`src/core/wdh_regs.vh`:
```
`ifndef WDH_REGS_VH
`define WDH_REGS_VH

// --------------------------------
// register byte offsets
// --------------------------------
`define WDH_OFS_SEL 8'h00
`define WDH_OFS_STAT 8'h04
`define WDH_OFS_CFG 8'h08

// --------------------------------
// reset values
// --------------------------------
`define WDH_SEL_RST 8'h07
`define WDH_CFG_RST 16'h0001

// --------------------------------
// field positions
// --------------------------------
`define WDH_SEL_SCALE_HI 2
`define WDH_STAT_PD 4
`define WDH_STAT_TO 5
`define WDH_CFG_EN 0
`define WDH_CFG_SRC_LO 1
`define WDH_CFG_PAIR 3
`define WDH_CFG_RCM 4
`define WDH_CFG_WAKE_LO 8

// --------------------------------
// clock source codes
// --------------------------------
`define WDH_SRC_WOSC 2'h0
`define WDH_SRC_SLOW 2'h1
`define WDH_SRC_INSTR 2'h2

// --------------------------------
// timing counts, in system clocks except the base divide, in watchdog clock ticks
// --------------------------------
`define WDH_INSTR_DIV 4
`define WDH_BASE_DIV 256
`define WDH_WAKE_CYC 1024

`endif

```
`src/core/wdh_watchdog.v`:
```
// What this block does
// - option picks watchdog osc, slow crystal, or sysclk/4
// - watchdog disabled: its operations do nothing
// - rc mode drives sysclk/4 on output pin
// - fixed divide-by-256 base stage
// - select bits 2:0 add 2^n division
// - bit 3 and high nibble are plain flags
// - overflow when running: chip reset, timeout flag
// - overflow when halted: warm reset and timeout flag, no chip reset
// - ext pin, clear sequence, halt clear counter
// - option: single clear or paired clears
// - instruction clock stops counting while halted
// - halt stops system osc, other oscs run
// - halt keeps ram, registers and ports
// - halt clears watchdog, recount from zero
// - halt sets powerdown, clears timeout flag
// - wake on reset, irq, port fall, overflow
// - powerdown cleared by power-up or clear
// - per-bit port wake enable, next instruction
// - irq wake vectors only if enabled, stack free
// - irq pending at halt does not wake
// - 1024-cycle wait after any wake except ext pin reset
// - next instruction at once, irq one later
// - powerdown bit 4, timeout bit 5
//
// Chosen here: the AHB-Lite interface to the registers and the register addresses.
`timescale 1ns/1ps
`default_nettype none
`include "wdh_regs.vh"

module wdh_watchdog #(
  parameter IRQ_N = 3,
  parameter WAKE_CYC = `WDH_WAKE_CYC
) (
  // clock and reset
  input wire ref_clk,
  input wire reset,
  // ahb-lite slave
  input wire hsel,
  input wire [31:0] haddr,
  input wire [1:0] htrans,
  input wire hwrite,
  input wire [2:0] hsize,
  input wire [31:0] hwdata,
  input wire hready,
  output reg hreadyout,
  output reg hresp,
  output reg [31:0] hrdata,
  // instruction strobes from the core
  input wire clr_single,
  input wire clr_first,
  input wire clr_second,
  input wire halt_exec,
  // interrupt state from the core
  input wire [IRQ_N-1:0] irq_req,
  input wire [IRQ_N-1:0] irq_en,
  input wire stack_full,
  // pins
  input wire ext_init_pin_n,
  input wire wdt_osc_pin,
  input wire slow_crystal_osc,
  input wire [7:0] pa_pin,
  // results to the core and pins
  output reg chip_reset_q,
  output reg warm_reset_q,
  output reg sys_osc_run_q,
  output reg resume_q,
  output reg irq_enter_q,
  output reg clk_div4_out_pin_q,
  output reg powerdown_flag_q,
  output reg timeout_flag_q
);

  localparam ST_RUN = 2'b00;
  localparam ST_HALT = 2'b01;
  localparam ST_WAIT = 2'b10;
  // full-width terminal counts, cut down on purpose to the counter widths
  localparam [31:0] WAKE_LAST_W = WAKE_CYC - 1;
  localparam [31:0] DIV_LAST_W = `WDH_INSTR_DIV - 1;
  localparam [31:0] BASE_LAST_W = `WDH_BASE_DIV - 1;
  localparam [10:0] WAKE_LAST = WAKE_LAST_W[10:0];
  localparam [1:0] DIV_LAST = DIV_LAST_W[1:0];
  localparam [7:0] BASE_LAST = BASE_LAST_W[7:0];

  reg [1:0] state_q;
  reg [10:0] wcnt_q;
  reg [1:0] div_q;
  reg [14:0] cnt_q;
  reg first_q;
  reg second_q;
  reg [IRQ_N-1:0] irq_block_q;
  reg int_path_q;
  reg irq_pend_q;
  reg [7:0] sel_q;
  reg [15:0] cfg_q;
  reg rd_q;
  reg wr_q;
  reg [7:0] adr_q;
  reg [10:0] s1_q;
  reg [10:0] s2_q;
  reg [10:0] s3_q;
  reg [10:0] lvl_q;

  // --------------------------------
  // pin synchronisers
  // --------------------------------
  wire [10:0] pin_raw = {pa_pin, slow_crystal_osc, wdt_osc_pin, ext_init_pin_n};
  // a level moves only once the second and third stages agree
  wire [10:0] lvl_d = (s2_q & s3_q) | (lvl_q & (s2_q | s3_q));
  wire [10:0] rise = lvl_d & ~lvl_q;
  wire [10:0] fall = lvl_q & ~lvl_d;

  // reset to ones so the pin looks released and oscs idle high
  always @(posedge ref_clk) begin
    if (reset) begin
      s1_q <= 11'h7FF;
      s2_q <= 11'h7FF;
      s3_q <= 11'h7FF;
      lvl_q <= 11'h7FF;
    end else begin
      s1_q <= pin_raw;
      s2_q <= s1_q;
      s3_q <= s2_q;
      lvl_q <= lvl_d;
    end
  end

  // --------------------------------
  // decoded controls
  // --------------------------------
  wire ext_rst = ~lvl_q[0];
  wire wdt_en = cfg_q[`WDH_CFG_EN];
  wire [1:0] src = cfg_q[`WDH_CFG_SRC_LO+1:`WDH_CFG_SRC_LO];
  wire pair = cfg_q[`WDH_CFG_PAIR];
  wire rcm = cfg_q[`WDH_CFG_RCM];
  wire [7:0] wake_en = cfg_q[`WDH_CFG_WAKE_LO+7:`WDH_CFG_WAKE_LO];
  wire [2:0] scale = sel_q[`WDH_SEL_SCALE_HI:0];
  wire halted = (state_q == ST_HALT);
  wire halt_take = halt_exec & (state_q == ST_RUN);

  // --------------------------------
  // system clock divide by four
  // --------------------------------
  // the divider freezes while halted, as the real oscillator would
  wire osc_run = ~halted;
  wire instr_tick = osc_run & (div_q == DIV_LAST);

  always @(posedge ref_clk) begin
    if (reset) begin
      div_q <= 2'h0;
      clk_div4_out_pin_q <= 1'b0;
    end else begin
      if (osc_run) begin
        div_q <= div_q + 2'h1;
      end
      // bit 1 of the divider is high two clocks of four: a quarter-rate square wave
      clk_div4_out_pin_q <= rcm & osc_run & div_q[1];
    end
  end

  // --------------------------------
  // watchdog clock select
  // --------------------------------
  reg tick;

  always @* begin
    case (src)
      `WDH_SRC_WOSC: tick = rise[1];
      `WDH_SRC_SLOW: tick = rise[2];
      `WDH_SRC_INSTR: tick = instr_tick;
      default: tick = 1'b0;
    endcase
  end

  // --------------------------------
  // counter and overflow
  // --------------------------------
  // low 8 bits are the base stage, upper 7 the prescaler
  wire [6:0] pmask = ~(7'h7F << scale) & 7'h7F;
  wire base_wrap = (cnt_q[7:0] == BASE_LAST);
  wire ovf = wdt_en & tick & base_wrap & ((cnt_q[14:8] & pmask) == pmask);

  // paired clears may arrive in either order
  wire both = (first_q | clr_first) & (second_q | clr_second);
  wire clear_cmd = wdt_en & (pair ? both : clr_single);

  wire wclear = ext_rst | clear_cmd | halt_take | ovf | ~wdt_en;

  always @(posedge ref_clk) begin
    if (reset) begin
      cnt_q <= 15'h0000;
    end else if (wclear) begin
      cnt_q <= 15'h0000;
    end else if (tick) begin
      cnt_q <= cnt_q + 15'h0001;
    end
  end

  // paired-clear memory, forgotten at every counter clear
  always @(posedge ref_clk) begin
    if (reset) begin
      first_q <= 1'b0;
      second_q <= 1'b0;
    end else if (wclear) begin
      first_q <= 1'b0;
      second_q <= 1'b0;
    end else begin
      first_q <= first_q | (pair & wdt_en & clr_first);
      second_q <= second_q | (pair & wdt_en & clr_second);
    end
  end

  // --------------------------------
  // status flags
  // --------------------------------
  // overflow beats a clear in the same cycle; ext pin leaves both alone
  always @(posedge ref_clk) begin
    if (reset) begin
      powerdown_flag_q <= 1'b0;
      timeout_flag_q <= 1'b0;
    end else begin
      if (halt_take) begin
        powerdown_flag_q <= 1'b1;
      end else if (clear_cmd) begin
        powerdown_flag_q <= 1'b0;
      end
      if (ovf) begin
        timeout_flag_q <= 1'b1;
      end else if (halt_take | clear_cmd) begin
        timeout_flag_q <= 1'b0;
      end
    end
  end

  // --------------------------------
  // halt and wake sequencer
  // --------------------------------
  wire [IRQ_N-1:0] irq_new = irq_req & ~irq_block_q;
  wire port_wake = |(fall[10:3] & wake_en);
  wire irq_wake = |irq_new;
  wire irq_go = (|(irq_new & irq_en)) & ~stack_full;

  always @(posedge ref_clk) begin
    if (reset) begin
      state_q <= ST_RUN;
      wcnt_q <= 11'h000;
      irq_block_q <= {IRQ_N{1'b0}};
      int_path_q <= 1'b0;
      irq_pend_q <= 1'b0;
      chip_reset_q <= 1'b0;
      warm_reset_q <= 1'b0;
      resume_q <= 1'b0;
      irq_enter_q <= 1'b0;
      sys_osc_run_q <= 1'b1;
    end else begin
      chip_reset_q <= ext_rst | (ovf & ~halted);
      warm_reset_q <= ovf & halted;
      resume_q <= 1'b0;
      irq_enter_q <= irq_pend_q;
      irq_pend_q <= 1'b0;
      case (state_q)
        ST_RUN: begin
          if (halt_take) begin
            // ram, registers and ports are simply not touched
            state_q <= ST_HALT;
            irq_block_q <= irq_req;
            sys_osc_run_q <= 1'b0;
          end
        end
        ST_HALT: begin
          wcnt_q <= 11'h000;
          if (ext_rst) begin
            state_q <= ST_RUN;
            sys_osc_run_q <= 1'b1;
          end else if (ovf | port_wake | irq_wake) begin
            state_q <= ST_WAIT;
            sys_osc_run_q <= 1'b1;
            int_path_q <= ~ovf & ~port_wake & irq_go;
          end
        end
        ST_WAIT: begin
          if (ext_rst) begin
            state_q <= ST_RUN;
          end else if (wcnt_q == WAKE_LAST) begin
            state_q <= ST_RUN;
            resume_q <= 1'b1;
            irq_pend_q <= int_path_q;
          end else begin
            wcnt_q <= wcnt_q + 11'h001;
          end
        end
        default: begin
          state_q <= ST_RUN;
        end
      endcase
    end
  end

  // --------------------------------
  // ahb-lite slave
  // --------------------------------
  // reads take one wait state so a write just before is seen
  wire take = hsel & htrans[1] & hready;

  always @(posedge ref_clk) begin
    if (reset) begin
      rd_q <= 1'b0;
      wr_q <= 1'b0;
      adr_q <= 8'h00;
      hreadyout <= 1'b1;
      hresp <= 1'b0;
      hrdata <= 32'h0000_0000;
    end else begin
      wr_q <= take & hwrite;
      if (take) begin
        adr_q <= haddr[7:0];
      end
      if (take & ~hwrite) begin
        rd_q <= 1'b1;
        hreadyout <= 1'b0;
      end else if (rd_q) begin
        rd_q <= 1'b0;
        hreadyout <= 1'b1;
        case (adr_q)
          `WDH_OFS_SEL: hrdata <= {24'h00_0000, sel_q};
          `WDH_OFS_STAT: hrdata <= {26'h000_0000, timeout_flag_q,
                                    powerdown_flag_q, 4'h0};
          `WDH_OFS_CFG: hrdata <= {16'h0000, cfg_q};
          default: hrdata <= 32'h0000_0000;
        endcase
      end
    end
  end

  // --------------------------------
  // software registers
  // --------------------------------
  // chip resets restore the select register, warm resets do not
  always @(posedge ref_clk) begin
    if (reset) begin
      sel_q <= `WDH_SEL_RST;
      cfg_q <= `WDH_CFG_RST;
    end else if (ext_rst | (ovf & ~halted)) begin
      sel_q <= `WDH_SEL_RST;
    end else if (wr_q) begin
      if (adr_q == `WDH_OFS_SEL) begin
        sel_q <= hwdata[7:0];
      end
      if (adr_q == `WDH_OFS_CFG) begin
        cfg_q <= hwdata[15:0];
      end
    end
  end

endmodule

`default_nettype wire

```
`config.mk`:
```
export PLATFORM = sky130hd
export DESIGN_NAME = wdh_watchdog
export DESIGN_NICKNAME = d
export VERILOG_FILES = /design/src/core/wdh_watchdog.v
export VERILOG_INCLUDE_DIRS = /design/src /design/src/core
export SDC_FILE = /design/constraint.sdc
export NUM_CORES = 1
export LEC_CHECK = 0
export BUFFER_PORTS_ARGS = -buffer_cell sky130_fd_sc_hd__buf_2
export CORE_MARGIN = 3
export CORE_UTILIZATION = 55
export CTS_BUF_LIST = sky130_fd_sc_hd__clkbuf_4
export DETAILED_ROUTE_END_ITERATION = 8
export PLACE_DENSITY = 0.8
export REMOVE_ABC_BUFFERS = 1
export SLEW_MARGIN = 5
export SYNTH_ARGS = -nofsm -noshare
export SYNTH_HDL_FRONTEND = slang
export SYNTH_SLANG_ARGS = --single-unit
export TNS_END_PERCENT = 50
```
`constraint.sdc`:
```
create_clock -name ref_clk -period 2.64 [get_ports ref_clk]
set_clock_uncertainty 0.1 [all_clocks]
set_input_delay 0.396 -clock ref_clk [delete_from_list [all_inputs] [get_ports ref_clk]]
set_output_delay 0.396 -clock ref_clk [all_outputs]
set_load 0.1 [all_outputs]
```
# Word level (Yosys, flattened, before mapping)

Index checks and enable logic that the tools add are counted.

Mux-type cells: 24
Shift-type cells: 1
Reduce and logical (&&, ||, !) cells: 23
Bitwise operators: 58
Add/sub/neg operators: 3
Eq/ne operators: 15

Operators by type and width:

| kind                    | count |
|---|---|
| $pmux W16 S3            | 1 |
| $and A11 B11 Y11        | 3 |
| $mux W11                | 2 |
| $or A11 B11 Y11         | 2 |
| $pmux W11 S2            | 1 |
| $and A1 B1 Y1           | 21 |
| $add A15 B1 Y15 const B | 1 |
| $reduce_and A3 Y1       | 5 |
| $mux W1                 | 12 |
| $or A1 B1 Y1            | 12 |
| $add A11 B1 Y11 const B | 1 |
| $eq A11 B10 Y1 const B  | 1 |
| $not A1 Y1              | 11 |
| $not A11 Y11            | 1 |
| $mux W2                 | 5 |
| $reduce_bool A2 Y1      | 5 |
| $and A3 B3 Y3           | 3 |
| $reduce_or A3 Y1        | 3 |
| $and A8 B8 Y8           | 1 |
| $eq A8 B3 Y1 const B    | 1 |
| $eq A8 B4 Y1 const B    | 1 |
| $eq A8 B8 Y1 const B    | 1 |
| $logic_not A8 Y1        | 1 |
| $reduce_or A8 Y1        | 1 |
| other kinds (18)        | 28 |

Output and inout bits: 42
Word-level logic and storage cells: 152
Register bits after elaboration: 156
Bits of input ports: 96

# Depth between registers and ports, before layout

Word-level depth: 13
Depth in mapped cells: 9
Gate-level depth less buffers: 7

# Worst setup path after synthesis

Ideal clock, no wire load.

Path type: register -> register
Start point: reg cnt_q[0]
End point: reg cfg_q[10]
Clock period less this slack: 1.971 ns
Required time: 2.412 ns
Setup time: 0.128 ns
Setup slack: 0.669 ns
Stages on the path, launching flop included: 10
Data arrival time: 1.744 ns
Buffers on the path: 2
Path through: dfxtp_1 ha_1 nand3_1 nor3_2 nand4_1 o31ai_1 buf_4 buf_12 mux2i_1 nor2_1

Word-level cells in the longest chain between the ends: 7

RTL lines:

| element                     | line               | text |
|---|---|---|
| start: declaration          | wdh_watchdog.v:88  | `reg [14:0] cnt_q;` |
| start signal: assignment    | wdh_watchdog.v:195 | `cnt_q <= cnt_q + 15'h0001;` |
| $eq A8 B8 Y1                | wdh_watchdog.v:180 | `wire base_wrap = (cnt_q[7:0] == BASE_LAST);` |
| $and A1 B1 Y1 (2 in a row)  | wdh_watchdog.v:181 | `wire ovf = wdt_en & tick & base_wrap & ((cnt_q[14:8] & pmask) == pmask);` |
| $and A1 B1 Y1               | wdh_watchdog.v:343 | `end else if (ext_rst \| (ovf & ~halted)) begin` |
| $or A1 B1 Y1                | wdh_watchdog.v:343 |  |
| $not A1 Y1 (no line)        | --                 |  |
| $reduce_and A3 Y1 (no line) | --                 |  |
| end signal: assignment      | wdh_watchdog.v:342 | `` cfg_q <= `WDH_CFG_RST; `` |
| end signal: assignment      | wdh_watchdog.v:350 | `cfg_q <= hwdata[15:0];` |
| end: declaration            | wdh_watchdog.v:95  | `reg [15:0] cfg_q;` |

No other way between the ends.
A chain may end at the register's enable or synchronous reset.

# Worst setup path after layout

Start point: reg cnt_q[1]
End point: reg cnt_q[13]

Word-level cells in the longest chain between the ends: 6
Elaborated cells between the ends (all ways): 7
Those cells by class: 1 x add/sub; 1 x eq/ne; 4 x bitwise; 1 x reduce/logical

RTL lines:

| element                    | line               | text |
|---|---|---|
| $eq A8 B8 Y1               | wdh_watchdog.v:180 |  |
| $and A1 B1 Y1 (2 in a row) | wdh_watchdog.v:181 |  |
| $or A1 B1 Y1 (2 in a row)  | wdh_watchdog.v:187 | `wire wclear = ext_rst \| clear_cmd \| halt_take \| ovf \| ~wdt_en;` |
| $reduce_or A2 Y1 (no line) | --                 |  |

Parallel ways exist; a longest one is shown, timed or not.

==> impl_metrics.toml <==
[global_routing]
grt_pass1_vias = 4449
use_met3_pct = 5.16
grt_max_degree = 53
use_met1_pct = 25.4
grt_pass1_wl_mm = 20.5
grt.overflow.total = 0
busiest_layer = "met2"
met2_usage_pct = 40.8
antenna_found_initial = 0
grt_usage_pct = 22.7

[outcome]
outcome = "completed"

[worst_setup_path]
crit_required_ps = 2930
cp-end-kind = "flop"
rrSetupSlack_ps = 290
timing.rr.start = "cnt_q[1]"
path_class = "flop to flop"
crit_path_end = "cnt_q[13]"
startpoint_type = "flop"
reg2reg_depth = 7
worstReg2RegEnd = "cnt_q[13]"
worstPathArrival_ps = 2640
cp_max_fo = 17
worstSetupStartpoint = "cnt_q[1]"

[clocking]
h-tree-depth = 4
clk_pin_slew_ps = 120
cts.repair.resized = 0
cts_buffers = 17
cts_sinks = 140
worst_skew_pair.late_latency_ps = 530
clock_path_buffers = 2
cts_tree = "yes"
root_buffer = "clkbuf_4"

[floorplanning]
core_mm2 = 0.00946
initial_utilization_pct = 58.1
pin_count = 138
die_h_um = 106
num_rows = 35
die_x_um = 106
die_area_mm2 = 0.0112

[cells_and_area]
fillers = 758
layout.area.seq_mm2 = 0.00280
nets = 811
area_growth_pct = 21.0
final_cell_mix = "140 x dfxtp_1, 96 x nor2_1, 76 x buf_2"
layout_commonest_cell = "dfxtp_1"
multi_input_area_mm2 = 0.00250
drive_gt1_share_pct = 22.2
antenna_cells = 0
fin_area_mm2 = 0.00665
final_util_pct = 70.3

[sta]
worst_pin_slew_ps = 734
setup_viol = 0
finalSetupTns_ps = 0
period_needed_ps = 2350
period_share_pct = 89.1
fmax_ghz = 0.425
rsz0062_at_grt = "false"
hold_viol_final = 0
slew_headroom_pct = 50.7
drv_slew = 0

[place]
dp_hpwl_mm = 8.22
portBuffers = 76
place_area_mm2 = 0.00595
gp_congestion = 0.837

[synthesis]
syn_avg_cell_area_um2 = 9.24
yosys_warnings = 0
yosysSeqAreaShare_pct = 51.0
synth-edff-count = 0
synth_simple_gate_area_share_pct = 24.3
synth_top_family_by_area = "simple AND/OR/NAND/NOR gates"
synth.cell_area_mm2 = 0.00550
synthXorXnorAreaFrac_pct = 3.35
async_flop_share_pct = 0
synth-seq-cells = 140
synth_adder_area_share_pct = 0.683
synth_flop_cell = "dfxtp_1"
muxShareOfSynthArea_pct = 5.65
syn-instance-count = 595
synth_cell_types = 55
synth-compound-area-share_pct = 10.2

[routing]
vias_per_cell = 5.24
drc_errors = 0
wl_per_cell_um = 14.2
drt_iter0_drc = 247
drt_wl_total_mm = 12.2
via_count = 4471
drtAntennaViolNets = 0
drt_first_pass_iters = 6

[power_and_ir_drop]
power_w = 0.00416
power.density_mw_per_mm2 = 626
p_leak_nw = 2.76
ir_worst_vdd_mv = 0.421

[run]
max_cap_viol_count = 0

[min_path]
holdPathStages = 3
hp-class = "input pin to flop"
-- metrics by stage --
step / hold slack, ps / cells / setup slack (ps)
6_report: 36.4 / 854 / 288
5_1_grt: 9.71 / 854 / 47.8
4_1_cts: 3.60 / 854 / 294
3_5_place_dp: 294 / 786 / -86.7
3_3_place_gp: 291 / 786 / 14.3
2_1_floorplan: 289 / 570 / -691
-- routing by layer --
layer | part of all wire [%] | vias to the layer above | wire length, um
li1 | - | 2243 | -
met1 | 41 | 2095 | 4930
met2 | 52 | 106 | 6360
met4 | 2.8 | 0 | 342
met3 | 4.3 | 27 | 525
met5 | 0 | - | 0
-- logic make-up after synthesis --
group | Yosys count
compound gates | 89
xor+xnor | 21
fa+ha+maj | 3
buf+inv | 46
flops | 140
mux | 31
other cells | 1
simple gates | 264
-- synth_stat cells (5+ instances only) --
library cell / instances / area (um^2)
nand4_1: 12 / 75.1
nor4bb_1: 8 / 80.1
clkbuf_1: 18 / 67.6
nor3_1: 10 / 50.1
o21bai_1: 11 / 82.6
dfxtp_1: 140 / 2800
buf_4: 19 / 143
xnor2_1: 7 / 61.3
nand2_1: 48 / 180
nand2b_1: 7 / 43.8
inv_1: 5 / 18.8
a21oi_1: 42 / 210
nor2_1: 96 / 360
a22oi_1: 8 / 60.1
mux2i_1: 31 / 310
and3_1: 5 / 31.3
or2_2: 33 / 206
or3_1: 6 / 37.5
nor2b_1: 7 / 43.8
xor2_1: 14 / 123
nand3_1: 15 / 75.1
-- worst max-delay path, cell delays in order (launching register included) --
cell	delay (ps)
dfxtp_1	400
ha_1	180
nand3_1	130
nor3_2	240
nand4_2	250
nor3_2	260
or3_1	530
nor2_1	130
-- where the power goes --
group	switching, W	internal [W]
registers	0.0000331	0.00216
logic	0.000273	0.000128
clock network	0.000785	0.000784
total	0.00109	0.00307
-- how the worst min path moves through the flow --
stage | slack [ps] | endpoint | start
after floorplan | 290 | s2_q[0] | s1_q[0]
after global placement | 290 | s2_q[3] | s1_q[3]
after detailed placement | 290 | s2_q[2] | s1_q[2]
after CTS | 4 | cfg_q[13] | hwdata[13]
after global routing | 10 | sel_q[1] | hwdata[1]
final | 40 | cfg_q[13] | hwdata[13]
-- sequential cells by signal (all words and copies together), names as in the netlist, 2 cells and up --
| register | flops |
|---|---|
| adr_q | 8 |
| cfg_q | 16 |
| cnt_q | 15 |
| div_q | 2 |
| hrdata | 16 |
| irq_block_q | 3 |
| lvl_q | 11 |
| s1_q | 11 |
| s2_q | 11 |
| s3_q | 11 |
| sel_q | 8 |
| state_q | 2 |
| wcnt_q | 11 |
-- final cells by class --
class	instances	area share, %
clock buffer	19	2.14
clock inverter	13	2.84
inverter	5	0.282
multi-input combinational	425	37.6
sequential	140	42.1
tap	129	2.43
timing repair buffer	123	12.5
-- timing repair --
action | in CTS | in global routing
hold buffers | 35 | 0
setup buffers | 1 | 0
endpoints found under the setup margin | 15 | 0
hold endpoints to repair | 36 | 0
No activity file was read; power rests on OpenSTA's default activity.
